===== src/shared/chpm_params.svh =====
/*
 * Constants for the connector pin-function multiplexer: field positions,
 * reset levels and address boundaries.
 * Assumes inclusion by bare name from any file that needs them.
 */
`ifndef CHPM_PARAMS_SVH
`define CHPM_PARAMS_SVH

// ==========================================================================
// Widths and synchroniser vector layout
// ==========================================================================
`define CHPM_ADDR_W    11
`define CHPM_TF_W      3
`define CHPM_BYTE_W    8
`define CHPM_SYNC_W    24
`define CHPM_SYN_ADDR  0
`define CHPM_SYN_REGN  11
`define CHPM_SYN_RD    12
`define CHPM_SYN_WR    13
`define CHPM_SYN_CSELN 14
`define CHPM_SYN_CS2N  15
`define CHPM_SYN_DHI   16

// ==========================================================================
// Address boundary and reset levels
// ==========================================================================
`define CHPM_CFG_BASE  11'h200
`define CHPM_SYNC_RST  24'hFFFFFF

`endif


===== src/shared/chpm_pkg.sv =====
/*
 * Types for the connector pin-function multiplexer.
 * Assumes nothing beyond a SystemVerilog compiler.
 */
package chpm_pkg;

	// ======================================================================
	// Operating modes and decode targets
	// ======================================================================
	typedef enum logic [2:0] {
		CHPM_MODE_MEM = 3'b001,
		CHPM_MODE_IO  = 3'b010,
		CHPM_MODE_IDE = 3'b100
	} chpm_mode_t;

	typedef enum logic [4:0] {
		CHPM_TGT_NONE = 5'b00001,
		CHPM_TGT_IOR  = 5'b00010,
		CHPM_TGT_MEMR = 5'b00100,
		CHPM_TGT_CIS  = 5'b01000,
		CHPM_TGT_CFG  = 5'b10000
	} chpm_target_t;

endpackage


===== src/rtl/chpm_sync.sv =====
/*
 * Two-stage synchroniser for a vector of asynchronous connector inputs.
 * Assumes each bit is independent; multi-bit buses must be stable while read.
 */
`timescale 1ns/10ps
`include "chpm_params.svh"

module chpm_sync (
	input  wire logic                    core_clk,
	input  wire logic                    reset_n,
	input  wire logic [`CHPM_SYNC_W-1:0] async_in,
	output logic      [`CHPM_SYNC_W-1:0] sync_out
);

	logic [`CHPM_SYNC_W-1:0] meta_r;
	logic [`CHPM_SYNC_W-1:0] meta_nxt;
	logic [`CHPM_SYNC_W-1:0] sync_nxt;

	// ======================================================================
	// Per-bit stages
	// ======================================================================
	// Resetting high keeps the active-low strobes and selects idle.
	genvar gi;
	generate
		for (gi = 0; gi < `CHPM_SYNC_W; gi++) begin : g_bit
			always_comb begin
				meta_nxt[gi] = async_in[gi];
				sync_nxt[gi] = meta_r[gi];
			end
			always_ff @(posedge core_clk or negedge reset_n) begin
				if (!reset_n) begin
					meta_r[gi]   <= 1'b1;
					sync_out[gi] <= 1'b1;
				end else begin
					meta_r[gi]   <= meta_nxt[gi];
					sync_out[gi] <= sync_nxt[gi];
				end
			end
		end
	endgenerate

endmodule


===== src/rtl/chpm_pin_mux.sv =====
/*
 * Mode-dependent pin-function multiplexer for the upper connector half:
 * upper data byte, second chip select, strobes, wait, register select,
 * cable select, status pin, plus address decoding per mode.
 * Assumes the mode, burst state and card-side signals come from logic on
 * core_clk, and that connector inputs are asynchronous.
 */
// Functional notes
// - IDE decodes only A2..A0 into eight registers.
// - Cable select ignored in both card modes.
// - IDE non-burst: read, write strobes, ready out.
// - Write burst: host strobe, stop; device ready.
// - Read burst: host ready, stop; device strobe.
// - Card modes: space select picks target, plus address in memory mode.
// - Memory mode drives battery detect one high.
// - Upper byte, second select optional for 8-bit.
// - I/O mode status change low, config gated.
`timescale 1ns/10ps
`include "chpm_params.svh"

module chpm_pin_mux
	import chpm_pkg::*;
(
	input  wire logic                    core_clk,
	input  wire logic                    reset_n,
	input  wire chpm_mode_t              mode_sel,
	input  wire logic                    udma_active,
	input  wire logic                    udma_read,
	input  wire logic                    word16,
	input  wire logic [`CHPM_ADDR_W-1:0] addr_pin,
	input  wire logic                    reg_n_pin,
	input  wire logic                    rd_strobe_pin,
	input  wire logic                    wr_strobe_pin,
	input  wire logic                    csel_n_pin,
	input  wire logic                    cs2_n_pin,
	input  wire logic [`CHPM_BYTE_W-1:0] data_hi_pin_i,
	input  wire logic [`CHPM_BYTE_W-1:0] card_data_hi,
	input  wire logic                    card_data_hi_oe,
	input  wire logic                    card_wait_n,
	input  wire logic                    card_iordy,
	input  wire logic                    card_ddmardy_n,
	input  wire logic                    card_dstrobe,
	input  wire logic                    card_ready,
	input  wire logic                    card_wp,
	input  wire logic                    stschg_enable,
	input  wire logic                    stschg_ack,
	output logic [`CHPM_BYTE_W-1:0]      data_hi_pin_o,
	output logic                         data_hi_pin_oe,
	output logic                         wait_pin_o,
	output logic                         status_pin_o,
	output logic                         status_pin_oe,
	output logic [`CHPM_BYTE_W-1:0]      host_data_hi,
	output logic                         host_data_hi_valid,
	output chpm_target_t                 target,
	output logic [`CHPM_TF_W-1:0]        tf_reg_sel,
	output logic                         io_rd_n,
	output logic                         io_wr_n,
	output logic                         hstrobe,
	output logic                         hdmardy_n,
	output logic                         udma_stop,
	output logic                         cable_sel,
	output logic                         dmack_n
);

	// ======================================================================
	// Input synchronisation
	// ======================================================================
	logic [`CHPM_SYNC_W-1:0] s_vec;
	logic [`CHPM_ADDR_W-1:0] s_addr;
	logic [`CHPM_BYTE_W-1:0] s_dhi;
	logic                    s_reg_n;
	logic                    s_rd;
	logic                    s_wr;
	logic                    s_csel_n;
	logic                    s_cs2_n;

	chpm_sync u_sync (
		.core_clk (core_clk),
		.reset_n  (reset_n),
		.async_in ({data_hi_pin_i, cs2_n_pin, csel_n_pin, wr_strobe_pin,
		            rd_strobe_pin, reg_n_pin, addr_pin}),
		.sync_out (s_vec)
	);

	assign s_addr   = s_vec[`CHPM_SYN_ADDR +: `CHPM_ADDR_W];
	assign s_reg_n  = s_vec[`CHPM_SYN_REGN];
	assign s_rd     = s_vec[`CHPM_SYN_RD];
	assign s_wr     = s_vec[`CHPM_SYN_WR];
	assign s_csel_n = s_vec[`CHPM_SYN_CSELN];
	assign s_cs2_n  = s_vec[`CHPM_SYN_CS2N];
	assign s_dhi    = s_vec[`CHPM_SYN_DHI +: `CHPM_BYTE_W];

	// ======================================================================
	// Next-state logic
	// ======================================================================
	logic                    is_mem;
	logic                    is_io;
	logic                    is_ide;
	logic                    burst;
	logic                    ready_d_r;
	logic                    wp_d_r;
	logic                    chg_r;
	logic                    chg_nxt;
	logic                    upper_ok;
	logic [`CHPM_BYTE_W-1:0] data_hi_pin_o_nxt;
	logic                    data_hi_pin_oe_nxt;
	logic                    wait_pin_o_nxt;
	logic                    status_pin_o_nxt;
	logic                    status_pin_oe_nxt;
	logic [`CHPM_BYTE_W-1:0] host_data_hi_nxt;
	logic                    host_data_hi_valid_nxt;
	chpm_target_t            target_nxt;
	logic [`CHPM_TF_W-1:0]   tf_reg_sel_nxt;
	logic                    io_rd_n_nxt;
	logic                    io_wr_n_nxt;
	logic                    hstrobe_nxt;
	logic                    hdmardy_n_nxt;
	logic                    udma_stop_nxt;
	logic                    cable_sel_nxt;
	logic                    dmack_n_nxt;

	always_comb begin
		is_mem = (mode_sel == CHPM_MODE_MEM);
		is_io  = (mode_sel == CHPM_MODE_IO);
		is_ide = (mode_sel == CHPM_MODE_IDE);
		burst  = is_ide && udma_active;

		// A change seen on the same edge as the acknowledge is kept.
		chg_nxt = (chg_r && !stschg_ack) ||
		          (card_ready != ready_d_r) || (card_wp != wp_d_r);

		// Upper lane is live only for a word access with the second select low.
		upper_ok               = word16 && !s_cs2_n;
		data_hi_pin_o_nxt      = card_data_hi;
		data_hi_pin_oe_nxt     = upper_ok && card_data_hi_oe;
		host_data_hi_nxt       = upper_ok ? s_dhi : 8'h00;
		host_data_hi_valid_nxt = upper_ok;

		tf_reg_sel_nxt = is_ide ? s_addr[`CHPM_TF_W-1:0] : 3'h0;
		target_nxt     = CHPM_TGT_NONE;
		if (is_mem && s_reg_n) begin
			target_nxt = CHPM_TGT_MEMR;
		end else if (is_io && !s_reg_n) begin
			target_nxt = CHPM_TGT_IOR;
		end else if (!is_ide && !s_reg_n && s_addr >= `CHPM_CFG_BASE) begin
			target_nxt = CHPM_TGT_CFG;
		end else if (!is_ide && !s_reg_n) begin
			target_nxt = CHPM_TGT_CIS;
		end

		// Strobes go to one function per I/O or IDE mode and burst state, and to none in memory mode.
		io_rd_n_nxt   = (is_io || (is_ide && !burst)) ? s_rd : 1'b1;
		io_wr_n_nxt   = (is_io || (is_ide && !burst)) ? s_wr : 1'b1;
		hstrobe_nxt   = (burst && !udma_read) ? s_rd : 1'b0;
		hdmardy_n_nxt = (burst && udma_read) ? s_rd : 1'b1;
		udma_stop_nxt = burst ? s_wr : 1'b0;

		// Card modes leave cable select unpulled, so it must not reach logic.
		cable_sel_nxt = is_ide ? !s_csel_n : 1'b0;
		dmack_n_nxt   = is_ide ? s_reg_n : 1'b1;

		if (!is_ide) begin
			wait_pin_o_nxt = card_wait_n;
		end else if (!burst) begin
			wait_pin_o_nxt = card_iordy;
		end else if (!udma_read) begin
			wait_pin_o_nxt = card_ddmardy_n;
		end else begin
			wait_pin_o_nxt = card_dstrobe;
		end

		// The diagnostic handshake in IDE belongs elsewhere; release the pin.
		status_pin_o_nxt  = 1'b1;
		status_pin_oe_nxt = !is_ide;
		if (is_io) begin
			status_pin_o_nxt = !(stschg_enable && chg_r);
		end
	end

	// ======================================================================
	// Registers
	// ======================================================================
	always_ff @(posedge core_clk or negedge reset_n) begin
		if (!reset_n) begin
			// Ready resets to its idle level so that leaving reset is not seen as a change.
			ready_d_r          <= 1'b1;
			wp_d_r             <= 1'b0;
			chg_r              <= 1'b0;
			data_hi_pin_o      <= 8'h00;
			data_hi_pin_oe     <= 1'b0;
			wait_pin_o         <= 1'b1;
			status_pin_o       <= 1'b1;
			status_pin_oe      <= 1'b0;
			host_data_hi       <= 8'h00;
			host_data_hi_valid <= 1'b0;
			target             <= CHPM_TGT_NONE;
			tf_reg_sel         <= 3'h0;
			io_rd_n            <= 1'b1;
			io_wr_n            <= 1'b1;
			hstrobe            <= 1'b0;
			hdmardy_n          <= 1'b1;
			udma_stop          <= 1'b0;
			cable_sel          <= 1'b0;
			dmack_n            <= 1'b1;
		end else begin
			ready_d_r          <= card_ready;
			wp_d_r             <= card_wp;
			chg_r              <= chg_nxt;
			data_hi_pin_o      <= data_hi_pin_o_nxt;
			data_hi_pin_oe     <= data_hi_pin_oe_nxt;
			wait_pin_o         <= wait_pin_o_nxt;
			status_pin_o       <= status_pin_o_nxt;
			status_pin_oe      <= status_pin_oe_nxt;
			host_data_hi       <= host_data_hi_nxt;
			host_data_hi_valid <= host_data_hi_valid_nxt;
			target             <= target_nxt;
			tf_reg_sel         <= tf_reg_sel_nxt;
			io_rd_n            <= io_rd_n_nxt;
			io_wr_n            <= io_wr_n_nxt;
			hstrobe            <= hstrobe_nxt;
			hdmardy_n          <= hdmardy_n_nxt;
			udma_stop          <= udma_stop_nxt;
			cable_sel          <= cable_sel_nxt;
			dmack_n            <= dmack_n_nxt;
		end
	end
endmodule


===== config.mk =====
export PLATFORM = sky130hd
export DESIGN_NAME = chpm_pin_mux
export DESIGN_NICKNAME = d
export VERILOG_FILES = /design/src/shared/chpm_pkg.sv /design/src/rtl/chpm_sync.sv /design/src/rtl/chpm_pin_mux.sv
export VERILOG_INCLUDE_DIRS = /design/src /design/src/shared
export SDC_FILE = /design/constraint.sdc
export NUM_CORES = 1
export LEC_CHECK = 0
export BUFFER_PORTS_ARGS = -buffer_cell sky130_fd_sc_hd__buf_4
export CAP_MARGIN = 0
export CORE_ASPECT_RATIO = 0.7
export CORE_MARGIN = 5
export CORE_UTILIZATION = 36
export DETAILED_ROUTE_END_ITERATION = 7
export PLACE_DENSITY_LB_ADDON = 0.12
export SYNTH_ARGS = -nofsm -noshare
export SYNTH_HDL_FRONTEND = slang
export SYNTH_SLANG_ARGS = --single-unit

===== constraint.sdc =====
create_clock -name core_clk -period 1.5 [get_ports core_clk]
set_clock_uncertainty 0.15 [all_clocks]
set_input_delay 0.225 -clock core_clk [delete_from_list [all_inputs] [get_ports core_clk]]
set_output_delay 0.225 -clock core_clk [all_outputs]
set_load 0.05 [all_outputs]

==> flow_summary.yaml <==
clock_network:
  cts_sinks: 75
  cts_root_buffer: "clkbuf_8"
  cts_tree: "done"
  ctsResizeCount: 0
  path_clk_slew_ns: 0.07
  clock_path_buffers: 2
  clock_latency_ns: 0.33
  numCtsBuffers: 9
  cts_max_level: 3
yosys:
  synth-warning-count: 0
  syn_nets: 169
  ys_ff_latch: 75
  synth_area_per_cell_sq_um: 18.6
  synth_seq_area_share: 0.865
  synth_cell_type_count: 23
  syn_inst: 120
  netlist_area_sq_um: 2230
timing:
  fin_crit_sh: 0.940
  min_period_ns: 1.41
  max_slew.worst_pin.slew_ns: 0.372
  maxSlewHeadroom: 0.752
  grt_setup_unrepaired: "false"
  hold_ws_ns: 0.0249
  fmax_mhz: 709
  final.setup.tns_ns: 0
  hold_viol: 0
  slew_viol_final: 0
  setup_viol: 0
worst_hold_path:
  hold_class: "input pin to flip-flop"
worst_setup_path:
  crit_slowest_cell: "dfstp_2"
  worstSetupStartpointType: "flip-flop"
  r2r_slack_ns: 0.09
  cp-end-kind: "flip-flop"
  crit_buf_inv: 1
  crit_chain: "nand4b_1 > dlygate4sd3_1"
  path_delay_family: "flip-flops"
  arrival_ns: 1.53
  critical_path.max_fanout: 3
  slowest_delay_ns: 0.55
  required_ns: 1.62
  critical_path_class: "flip-flop to flip-flop"
detailed_routing:
  wl_per_cell_microns: 12.6
  vias: 1356
  wl_microns: 4160
  drt-initial-drc-count: 17
  vias_per_cell: 4.12
  dr.pass1.iters: 5
  drc: 0
  ant_nets: 0
global_routing:
  antenna_found_initial: 0
  use_met1: 0.125
  met3_usage: 0.0756
  grt_use_total: 0.114
  use_met2: 0.181
  gr-total-overflow: 0
  grt_first_pass_wirelength_microns: 7040
  grt_max_degree: 76
  grt-busiest-layer: "met2"
  grt_pass1_vias: 1519
cells_and_area:
  layout-drive-gt1-share: 0.574
  instances_no_fill: 329
  fin_nets: 295
  nFillCells: 516
  syn2layout_area_growth_pct: 56.4
  antenna_cells: 0
  layout_commonest_cell: "buf_4"
  design_area_sq_um: 3490
  layout_common_cells: "buf_4, dfstp_2, dlygate4sd3_1"
floorplan:
  die_height_microns: 75.9
  boundaryPins: 85
  die_area_sq_um: 7900
  chipWidth_microns: 104
  row_count: 24
  core-area_sq_um: 6130
  initial_core_util: 0.365
run_status:
  outcome: "finished clean"
place:
  place_congestion: 0.782
  placed_area_sq_um: 2950
  placedCellCount: 278
  port_buffers: 78
power_and_ir_drop:
  leakage_nw: 1.62
  powerDensity_nw_per_um2: 1180
  vdd_drop_max_uv: 643
job:
  cap_violations: 0
state kept, by name, summed over array words and instances, names as in the netlist:
| signal | cells |
|---|---|
| u_sync.meta_r | 18 |
| cable_sel | 1 |
| io_wr_n | 1 |
| udma_stop | 1 |
| u_sync.sync_out | 18 |
| status_pin_oe | 1 |
| data_hi_pin_o | 8 |
| data_hi_pin_oe | 1 |
| tf_reg_sel | 3 |
| hstrobe | 1 |
| wait_pin_o | 1 |
| host_data_hi_valid | 1 |
| status_pin_o | 1 |
| target | 5 |
| host_data_hi | 8 |
| chg_r | 1 |
| wp_d_r | 1 |
| hdmardy_n | 1 |
| io_rd_n | 1 |
| ready_d_r | 1 |
| dmack_n | 1 |
cells by family after synthesis:
group,share of synthesized area
buffers and inverters,0.00336
and+or+nand+nor,0.101
AOI/OAI and AO/OA,0.0146
xor gates and xnor gates,0.0118
DFF,0.865
muxes,0.00448
synth_stat cells:
cell | number | area (sq um)
dfstp_2 | 44 | 1160
nand2b_1 | 4 | 25.0
o21bai_1 | 1 | 7.51
and4bb_2 | 1 | 12.5
nand4b_1 | 1 | 8.76
nor2_1 | 7 | 26.3
mux2i_1 | 1 | 10.0
inv_2 | 1 | 3.75
and4b_1 | 1 | 10.0
dfrtp_1 | 31 | 776
and3_1 | 1 | 6.26
nor3_1 | 2 | 10.0
a21oi_1 | 1 | 5.00
clkbuf_1 | 1 | 3.75
nor3b_4 | 1 | 18.8
a21o_1 | 1 | 7.51
or3b_1 | 1 | 8.76
a211oi_2 | 1 | 12.5
nand3_1 | 2 | 10.0
and2_1 | 12 | 75.1
or2b_1 | 1 | 7.51
xnor2_1 | 3 | 26.3
nor2b_1 | 1 | 6.26
worst reg2reg max path, delay by kind of cell (launching register included):
family	cells	cell delay, ns
buf+inv	1	0.55
flops	1	0.55
simple gates	1	0.11
report_power, final:
part / total [mW] / internal (mW) / leakage [nW] / switching (mW)
Combinational: 0.468 / 0.212 / 0.662 / 0.256
Clock: 1.47 / 0.805 / 0.0991 / 0.668
Sequential: 2.19 / 2.16 / 0.857 / 0.0281
Total: 4.13 / 3.18 / 1.62 / 0.952
area by class of cell:
| type | count | area [sq um] | area share |
|---|---|---|---|
| Tap cell | 78 | 97.6 | 0.0279 |
| Clock buffer | 11 | 141 | 0.0405 |
| Timing Repair Buffer | 116 | 971 | 0.278 |
| Multi-Input combinational cell | 43 | 294 | 0.0842 |
| Clock inverter | 5 | 52.6 | 0.0150 |
| Inverter | 1 | 3.75 | 0.00107 |
| Sequential cell | 75 | 1930 | 0.553 |
stage by stage:
step           power (mW)  setup WS, ns   util
2_1_floorplan        2.40         0.409      -
3_5_place_dp         2.63         0.246  0.481
5_1_grt              4.32        0.0340  0.570
3_3_place_gp         2.61         0.254  0.481
4_1_cts              4.19        0.0603  0.570
6_report             4.13        0.0900  0.570
per-layer routing:
| layer | vias to the layer above | part of all wire |
|---|---|---|
| met4 | 0 | 0.011 |
| met3 | 6 | 0.096 |
| met2 | 56 | 0.50 |
| met1 | 660 | 0.39 |
| met5 | - | 0 |
| li1 | 634 | - |
path summary, 6_finish.rpt:
| check | start | to | cells after the start |
|---|---|---|---|
| max reg2reg | u_sync.sync_out[12] | hdmardy_n | 2 |
| max | u_sync.sync_out[12] | hdmardy_n | 2 |
| max in group asynchronous | reset_n | u_sync.sync_out[13] | 3 |
| min reg2reg | u_sync.meta_r[20] | u_sync.sync_out[20] | 0 |
| min in group asynchronous | reset_n | data_hi_pin_o[4] | 3 |
| min | mode_sel[0] | status_pin_o | 3 |
timing repair:
item	in CTS	in global routing
endpoints found under the hold margin	65	0
hold buffers	35	0
setup endpoints to repair	0	0
setup buffers	0	0
Note: power is estimated with default switching activity, not from simulation.
